[src/hdl/adcc_map.svh]
// Register offsets, field positions, reset values and timing counts of the converter control.
`ifndef ADCC_MAP_SVH
`define ADCC_MAP_SVH
`define ADCC_OFF_CTRL     3'h0
`define ADCC_OFF_CLKSEL   3'h1
`define ADCC_OFF_RES_LO   3'h2
`define ADCC_OFF_RES_HI   3'h3
`define ADCC_OFF_IRQ      3'h4
`define ADCC_CTRL_DONE    0
`define ADCC_CTRL_CH_LO   2
`define ADCC_CTRL_CH_HI   4
`define ADCC_CTRL_PIN_LO  5
`define ADCC_CTRL_PIN_HI  7
`define ADCC_CTRL_START   1
`define ADCC_IRQ_GLOBAL   0
`define ADCC_IRQ_CONV_EN  1
`define ADCC_IRQ_FLAG     2
`define ADCC_CTRL_RESET   8'h03
`define ADCC_CLKSEL_RESET 8'h00
`define ADCC_DIV2_LAST    5'h01
`define ADCC_DIV8_LAST    5'h07
`define ADCC_DIV32_LAST   5'h1f
`define ADCC_CONV_TICKS   4'hd
`endif

[src/hdl/adcc_pkg.sv]
// Types shared by the converter control files.
package adcc_pkg;
  typedef enum logic [1:0] {
    ADCC_DIV2  = 2'b00,
    ADCC_DIV8  = 2'b01,
    ADCC_DIV32 = 2'b10,
    ADCC_DIVX  = 2'b11
  } adcc_div_type;
  typedef enum logic [1:0] {
    ADCC_IDLE  = 2'b00,
    ADCC_HELD  = 2'b01,
    ADCC_CONV  = 2'b10
  } adcc_state_type;
endpackage : adcc_pkg

[src/hdl/adcc_clkdiv.sv]
// Conversion clock divider producing a one-cycle enable pulse.
`include "adcc_map.svh"
module adcc_clkdiv
  import adcc_pkg::*;
(
  input  wire logic         sys_clk,
  input  wire logic         reset,
  input  wire logic         clear,
  input  wire adcc_div_type div_sel,
  output logic              tick
);
  logic [4:0] count;
  logic [4:0] last;

  always_comb begin
    unique case (div_sel)
      ADCC_DIV2:  last = `ADCC_DIV2_LAST;
      ADCC_DIV8:  last = `ADCC_DIV8_LAST;
      ADCC_DIV32: last = `ADCC_DIV32_LAST;
      ADCC_DIVX:  last = `ADCC_DIV32_LAST;
    endcase
  end

  always_ff @(posedge sys_clk) begin
    if (reset || clear) begin
      count <= 5'h00;
    end else if (count >= last) begin
      count <= 5'h00;
    end else begin
      count <= count + 5'h01;
    end
  end

  assign tick = !reset && !clear && (count >= last);
endmodule : adcc_clkdiv

[src/hdl/adcc_top.sv]
// Converter control: registers, start sequencing, done flag, divider and pin overrides.
// Functional notes
// - Pin config zero: ports plain, converter off.
// - Start rising then falling begins conversion.
// - Start held high resets, done flag one.
// - Hardware clears done flag after conversion.
// - Conversion end sets request, maybe interrupts.
// - Divider codes give divide 2, 8, 32.
// - Result high holds 11..4, low 3..0.
// - Pin config selects I/O or analog.
// - Analog pins drop their pull-high.
// - Analog pins override port direction.
// - Restart pulse leaves done flag high.
// - Results valid once done flag low.
// - Conversion runs without stalling the processor.
// - Converter yields 12-bit value.
`include "adcc_map.svh"
module adcc_top
  import adcc_pkg::*;
#(
  parameter int PINS      = 8,
  parameter int RES_WIDTH = 12
)
(
  input  wire logic                 sys_clk,
  input  wire logic                 reset,
  input  wire logic [2:0]           reg_addr,
  input  wire logic [7:0]           reg_wdata,
  input  wire logic                 reg_write,
  input  wire logic                 reg_read,
  output logic      [7:0]           reg_rdata,
  input  wire logic [PINS-1:0]      shared_port_direction_reg,
  input  wire logic [PINS-1:0]      pull_high_option,
  input  wire logic [RES_WIDTH-1:0] analog_sample,
  output logic                      converter_power_on,
  output logic                      converter_clock_tick,
  output logic                      converter_reset,
  output logic      [2:0]           sample_channel,
  output logic      [PINS-1:0]      analog_pin_enable,
  output logic      [PINS-1:0]      pin_direction_eff,
  output logic      [PINS-1:0]      pin_pull_high_eff,
  output logic                      converter_irq
);
  logic [7:0]           converter_control_reg;
  logic [7:0]           converter_clock_select_reg;
  logic [1:0]           irq_control_reg;
  logic                 irq_flag;
  logic [RES_WIDTH-1:0] result;
  logic [3:0]           tick_count;
  logic                 tick;
  logic                 conv_end;
  adcc_state_type       state;

  logic [2:0] analog_pin_config;
  logic [2:0] analog_channel_select;
  logic       start_bit;
  logic       conversion_done_n;
  logic       wr_ctrl;
  logic       wr_irq;

  // Pin config, channel, start and done each own separate bits, so a start pulse never moves pins.
  assign analog_pin_config     = converter_control_reg[`ADCC_CTRL_PIN_HI:`ADCC_CTRL_PIN_LO];
  assign analog_channel_select = converter_control_reg[`ADCC_CTRL_CH_HI:`ADCC_CTRL_CH_LO];
  assign start_bit             = converter_control_reg[`ADCC_CTRL_START];
  assign conversion_done_n     = converter_control_reg[`ADCC_CTRL_DONE];
  assign wr_ctrl               = reg_write && (reg_addr == `ADCC_OFF_CTRL);
  assign wr_irq                = reg_write && (reg_addr == `ADCC_OFF_IRQ);

  // The channel msb is kept as written; software is expected to keep it zero.
  assign sample_channel = analog_channel_select;

  // Pin config n enables the lowest n pins as analog inputs; zero keeps all pins digital.
  genvar gi;
  generate
    for (gi = 0; gi < PINS; gi++) begin : g_pin
      assign analog_pin_enable[gi] = (analog_pin_config > 3'(gi));
      assign pin_direction_eff[gi] = analog_pin_enable[gi] | shared_port_direction_reg[gi];
      assign pin_pull_high_eff[gi] = pull_high_option[gi] & ~analog_pin_enable[gi];
    end
  endgenerate

  assign converter_power_on = (analog_pin_config != 3'h0);

  adcc_clkdiv u_div (
    .sys_clk (sys_clk),
    .reset   (reset),
    .clear   (state != ADCC_CONV),
    .div_sel (adcc_div_type'(converter_clock_select_reg[1:0])),
    .tick    (tick)
  );

  assign converter_clock_tick = tick;
  assign converter_reset      = (state == ADCC_HELD) || !converter_power_on;
  assign conv_end = (state == ADCC_CONV) && tick && (tick_count == `ADCC_CONV_TICKS);

  // Sequencer runs by itself; the bus never waits on it.
  always_ff @(posedge sys_clk) begin
    if (reset) begin
      state <= ADCC_IDLE;
    end else if (start_bit) begin
      state <= ADCC_HELD;
    end else begin
      unique case (state)
        ADCC_IDLE: state <= ADCC_IDLE;
        ADCC_HELD: state <= converter_power_on ? ADCC_CONV : ADCC_IDLE;
        ADCC_CONV: state <= conv_end ? ADCC_IDLE : ADCC_CONV;
        default:   state <= ADCC_IDLE;
      endcase
    end
  end

  always_ff @(posedge sys_clk) begin
    if (reset || state != ADCC_CONV) begin
      tick_count <= 4'h0;
    end else if (tick) begin
      tick_count <= tick_count + 4'h1;
    end
  end

  // The result is captured on the last tick, on the same clock edge as the done flag falls.
  always_ff @(posedge sys_clk) begin
    if (reset) begin
      result <= '0;
    end else if (conv_end) begin
      result <= analog_sample;
    end
  end

  always_ff @(posedge sys_clk) begin
    if (reset) begin
      converter_control_reg <= `ADCC_CTRL_RESET;
    end else begin
      if (wr_ctrl) begin
        converter_control_reg[7:1] <= reg_wdata[7:1];
      end
      if (start_bit || (wr_ctrl && reg_wdata[`ADCC_CTRL_START])) begin
        converter_control_reg[`ADCC_CTRL_DONE] <= 1'b1;
      end else if (conv_end) begin
        converter_control_reg[`ADCC_CTRL_DONE] <= 1'b0;
      end
    end
  end

  always_ff @(posedge sys_clk) begin
    if (reset) begin
      converter_clock_select_reg <= `ADCC_CLKSEL_RESET;
    end else if (reg_write && reg_addr == `ADCC_OFF_CLKSEL) begin
      converter_clock_select_reg <= {6'h00, reg_wdata[1:0]};
    end
  end

  // A conversion end in the same cycle as a software clear keeps the flag set.
  always_ff @(posedge sys_clk) begin
    if (reset) begin
      irq_control_reg <= 2'b00;
      irq_flag        <= 1'b0;
    end else begin
      if (wr_irq) begin
        irq_control_reg <= {reg_wdata[`ADCC_IRQ_CONV_EN], reg_wdata[`ADCC_IRQ_GLOBAL]};
      end
      if (conv_end) begin
        irq_flag <= 1'b1;
      end else if (wr_irq && !reg_wdata[`ADCC_IRQ_FLAG]) begin
        irq_flag <= 1'b0;
      end
    end
  end

  assign converter_irq = irq_flag && irq_control_reg[0] && irq_control_reg[1];

  always_ff @(posedge sys_clk) begin
    if (reset) begin
      reg_rdata <= 8'h00;
    end else if (reg_read) begin
      unique case (reg_addr)
        `ADCC_OFF_CTRL:   reg_rdata <= converter_control_reg;
        `ADCC_OFF_CLKSEL: reg_rdata <= converter_clock_select_reg;
        `ADCC_OFF_RES_LO: reg_rdata <= {result[3:0], 4'h0};
        `ADCC_OFF_RES_HI: reg_rdata <= result[11:4];
        `ADCC_OFF_IRQ:    reg_rdata <= {5'h00, irq_flag, irq_control_reg};
        default:          reg_rdata <= 8'h00;
      endcase
    end else begin
      reg_rdata <= 8'h00;
    end
  end

  // Keep the done-flag value visible; it is read through the control register.
  logic unused_done;
  assign unused_done = conversion_done_n;
endmodule : adcc_top

[config.mk]
export PLATFORM = sky130hd
export DESIGN_NAME = adcc_top
export DESIGN_NICKNAME = d
export VERILOG_FILES = /design/src/hdl/adcc_pkg.sv /design/src/hdl/adcc_clkdiv.sv /design/src/hdl/adcc_top.sv
export VERILOG_INCLUDE_DIRS = /design/src /design/src/hdl
export SDC_FILE = /design/constraint.sdc
export NUM_CORES = 1
export LEC_CHECK = 0
export ABC_AREA = 1
export BUFFER_PORTS_ARGS = -buffer_cell sky130_fd_sc_hd__buf_2
export CORE_MARGIN = 10
export CORE_UTILIZATION = 45
export DETAILED_ROUTE_END_ITERATION = 8
export PLACE_DENSITY = 0.84
export RECOVER_POWER = 50
export SETUP_SLACK_MARGIN = 0.5
export SLEW_MARGIN = 20
export SYNTH_ARGS = -nofsm -noshare
export SYNTH_HDL_FRONTEND = slang
export SYNTH_SLANG_ARGS = --single-unit
[constraint.sdc]
create_clock -name sys_clk -period 1.85 [get_ports sys_clk]
set_input_delay 0.37 -clock sys_clk [delete_from_list [all_inputs] [get_ports sys_clk]]
set_output_delay 0.37 -clock sys_clk [all_outputs]
set_load 0.1 [all_outputs]
==> insert_results.sql <==
INSERT INTO impl_metrics (metric_group, metric, value, unit) VALUES
('flow_run', 'max_capacitance_violation_total', '0', ''),
('grt', 'grt_antenna_before_repair', '0', ''),
('placement', 'post_place_setup_slack', '-0.04675', 'ns'),
('sta', 'worst_pin_slew', '1.034', 'ns'),
('routing', 'drt-initial-drc-count', '516', ''),
('grt', 'first_global_vias', '2284', ''),
('floorplan', 'core_area', '4692', 'µm²'),
('synthesis', 'syn_area', '2152', 'µm²'),
('routing', 'number_of_vias_after_detailed_routing', '2748', ''),
('synthesis', 'syn_area_per_cell', '6.942', 'µm²'),
('routing', 'post-route-drc-count', '0', ''),
('synthesis', 'yosysWarnings', '0', ''),
('placement', 'placement.cell_area', '2841', 'µm²'),
('critical_path', 'crit_start', 'converter_clock_select_reg[1]', ''),
('sta', 'finalSetupTns', '-1.959', 'ns'),
('synthesis', 'post_synth_inst_count', '310', ''),
('synthesis', 'synth.mux.area_fraction', '0', '%'),
('min_path', 'hold_sp', 'analog_sample[6]', ''),
('critical_path', 'crit_required', '1.48', 'ns'),
('cts', 'cts_buffers', '5', ''),
('floorplan', 'die_h', '89.16', 'µm'),
('floorplan', 'floorplan_die_width', '89.16', 'µm'),
('sta', 'worst_slack', '-0.3614', 'ns'),
('synthesis', 'syn-num-nets', '362', ''),
('routing', 'final_antenna_net_count', '0', ''),
('grt', 'grt_overflow_total', '0', ''),
('synthesis', 'yosys.area_share.xor_xnor', '0.8140', '%'),
('run_status', 'violated_checks', 'setup timing', ''),
('sta', 'slew-limit-headroom', '31.08', '%'),
('cts', 'cts_root_buffer', 'sky130_fd_sc_hd__clkbuf_8', ''),
('critical_path', 'critPathKind', 'flop to output port', ''),
('pwr', 'static-leakage-power', '1.737', 'nW'),
('routing', 'detailroute.wirelength.met2', '4.990', 'mm'),
('synthesis', 'flops_latches_synth', '44', ''),
('pwr', 'power.density_cell_area', '643.7', 'nW/µm²'),
('critical_path', 'critPathCaptureType', 'output port', ''),
('critical_path', 'worst_r2r_startpoint', 'converter_clock_select_reg[1]', ''),
('critical_path', 'startpoint_type', 'flop', ''),
('sta', 'rsz_0062_raised_after_global_routing', 'true', ''),
('routing', 'metal1_wirelength', '3.263', 'mm'),
('synthesis', 'synth_compound_gate_area_share', '10.76', '%'),
('min_path', 'timing.hold.worst.class', 'primary input to flop', ''),
('grt', 'grt_util_all_layers', '18.90', '%'),
('routing', 'via_per_inst', '5.822', ''),
('cts', 'htree_levels', '2', ''),
('sta', 'timing.final.crit_period', '2.211', 'ns'),
('synthesis', 'dominant_combinational_cell_family_by_area_after_synthesis', 'simple AND/OR/NAND/NOR gates', ''),
('cts', 'path_clk_slew', '0.09', 'ns'),
('floorplan', 'floorplan.io_pins', '82', ''),
('synthesis', 'yosysSeqAreaShare', '40.93', '%'),
('placement', 'number_of_port_buffers', '76', ''),
('cts', 'clock_latency_on_the_worst_skew_pair', '0.31', 'ns'),
('synthesis', 'synthSimpleGateAreaFrac', '26.92', '%'),
('cts', 'cts_hold_buf', '0', ''),
('run_status', 'outcome', 'finished with violations', ''),
('cts', 'clkSinkCount', '44', ''),
('floorplan', 'rows', '25', ''),
('sta', 'skew', '0.008946', 'ns'),
('cts', 'cts-root-to-sink-buffers', '2', ''),
('placement', 'hpwl', '4.652', 'mm'),
('routing', 'routed_wl', '10.57', 'mm'),
('routing', 'dr.pass1.iters', '8', ''),
('sta', 'hold_viol', '0', ''),
('finish', 'area_growth_syn_to_layout', '76.80', '%'),
('sta', 'setup_viol', '30', ''),
('finish', 'layout-drive-gt1-share', '48.33', '%'),
('sta', 'finalCritPeriodShare', '119.5', '%'),
('routing', 'wl_per_cell', '22.39', 'µm'),
('critical_path', 'cp_max_fo', '3', ''),
('floorplan', 'floorplan.initialDensity', '45.87', '%'),
('cts', 'cts_tree', 'yes', '');
## stage by stage
step,utilization (%),cells,hold slack (ns)
2_1_floorplan,-,310,0.4292
3_3_place_gp,60.56,428,0.4435
3_5_place_dp,60.56,428,0.4497
4_1_cts,75.84,456,0.2853
5_1_grt,81.09,472,0.2911
6_report,81.09,472,0.2711
## placed cells by master (no fill, tap or decap), types with 2 or more instances in the layout
master,count
sky130_fd_sc_hd__o221ai_1,4
sky130_fd_sc_hd__buf_12,28
sky130_fd_sc_hd__inv_4,3
sky130_fd_sc_hd__inv_1,49
sky130_fd_sc_hd__o21ai_4,3
sky130_fd_sc_hd__nand2_2,13
sky130_fd_sc_hd__o21ai_0,10
sky130_fd_sc_hd__o21ai_1,2
sky130_fd_sc_hd__clkbuf_8,7
sky130_fd_sc_hd__dfxtp_2,4
sky130_fd_sc_hd__nand2_1,44
sky130_fd_sc_hd__dfxtp_1,36
sky130_fd_sc_hd__nor3_1,2
sky130_fd_sc_hd__o22ai_1,4
sky130_fd_sc_hd__nand2_4,3
sky130_fd_sc_hd__nor2_4,13
sky130_fd_sc_hd__nand3_2,2
sky130_fd_sc_hd__nand3_1,4
sky130_fd_sc_hd__a21oi_2,4
sky130_fd_sc_hd__buf_2,37
sky130_fd_sc_hd__clkinvlp_4,6
sky130_fd_sc_hd__ha_1,4
sky130_fd_sc_hd__nor2_1,36
sky130_fd_sc_hd__clkbuf_1,4
sky130_fd_sc_hd__buf_6,18
sky130_fd_sc_hd__nand3_4,4
sky130_fd_sc_hd__clkbuf_2,12
sky130_fd_sc_hd__nor2_2,6
sky130_fd_sc_hd__inv_2,4
sky130_fd_sc_hd__or2_4,8
sky130_fd_sc_hd__buf_4,11
sky130_fd_sc_hd__a21oi_1,11
sky130_fd_sc_hd__xor2_1,2
sky130_fd_sc_hd__ha_4,4
sky130_fd_sc_hd__o211ai_1,2
sky130_fd_sc_hd__dfxtp_4,4
## worst max-delay path, stage by stage (launching register included)
cell and delay (ns):
sky130_fd_sc_hd__dfxtp_4 0.38, sky130_fd_sc_hd__nor2_4 0.18, sky130_fd_sc_hd__ha_4 0.24, sky130_fd_sc_hd__nand2_2 0.09
sky130_fd_sc_hd__nand2_2 0.06, sky130_fd_sc_hd__nand2_2 0.08, sky130_fd_sc_hd__nand3_4 0.11, sky130_fd_sc_hd__nand2_4 0.11
sky130_fd_sc_hd__clkinvlp_4 0.11, sky130_fd_sc_hd__buf_12 0.17
## synthesized netlist by cell type
cell type / number / area (µm²)
sky130_fd_sc_hd__o221ai_1: 4 / 35.03
sky130_fd_sc_hd__nor2_1: 54 / 202.7
sky130_fd_sc_hd__o22ai_1: 5 / 31.28
sky130_fd_sc_hd__nand2_1: 60 / 225.2
sky130_fd_sc_hd__ha_1: 9 / 112.6
sky130_fd_sc_hd__inv_2: 1 / 3.750
sky130_fd_sc_hd__or2_2: 8 / 50.05
sky130_fd_sc_hd__nor2_4: 1 / 11.26
sky130_fd_sc_hd__nand3_2: 1 / 10.01
sky130_fd_sc_hd__clkbuf_1: 4 / 15.01
sky130_fd_sc_hd__buf_6: 2 / 22.52
sky130_fd_sc_hd__nand2_2: 1 / 6.260
sky130_fd_sc_hd__xor2_1: 2 / 17.52
sky130_fd_sc_hd__a21oi_1: 15 / 75.07
sky130_fd_sc_hd__conb_1: 1 / 3.750
sky130_fd_sc_hd__dfxtp_1: 44 / 880.8
sky130_fd_sc_hd__nor3_1: 4 / 20.02
sky130_fd_sc_hd__inv_1: 62 / 232.7
sky130_fd_sc_hd__nand4_1: 1 / 6.260
sky130_fd_sc_hd__nand3_1: 6 / 30.03
sky130_fd_sc_hd__o211ai_1: 2 / 15.01
sky130_fd_sc_hd__buf_4: 7 / 52.55
sky130_fd_sc_hd__nand3_4: 1 / 17.52
sky130_fd_sc_hd__o21ai_0: 15 / 75.07
## logic make-up (layout without fill, tap and decap cells)
kind of cell / Yosys count / in the layout
AND/OR/NAND/NOR: 137 / 139
buffers and inverters: 76 / 182
flip-flops: 44 / 44
AO/OA/AOI/OAI: 41 / 41
adder cells (fa/ha/maj): 9 / 9
XOR/XNOR: 2 / 2
other: 1 / 1
## cell type report
class	count	area [µm²]	area share, %
clock inverter	1	30.03	0.7892
tap	54	67.56	1.776
sequential	44	900.9	23.68
inverter	63	274.0	7.202
timing repair buffer	111	1121	29.46
multi-input combinational	192	1315	34.56
clock buffer	7	96.34	2.532
## worst paths after layout
| kind | cells past startpoint | slack [ns] | to |
|---|---|---|---|
| max | 9 | -0.36 | converter_clock_tick |
| min reg2reg | 2 | 0.52 | irq_control_reg[1] |
| max reg2reg | 12 | -0.15 | result[9] |
| min | 3 | 0.27 | result[6] |
## per-layer routing
layer / track usage [%] / vias up
li1: - / 1156
met1: 19.09 / 1229
met2: 34.39 / 271
met3: 6.199 / 92
met4: 8.526 / 0
met5: 0 / -
## what timing repair did
action / 4_1_cts / 5_1_grt
pin swaps: 22 / 18
endpoints found under the hold margin: 0 / 0
gates resized for setup: 113 / 48
setup buffers: 20 / 14
gates cloned: 0 / 2
setup endpoints to repair: 60 / 53
## report_power, final
group,total (mW),internal [mW],switching (mW)
clock,0.821,0.477,0.344
sequential,0.970,0.954,0.0159
combinational,0.658,0.231,0.427
(Power assumes the default switching activity.)
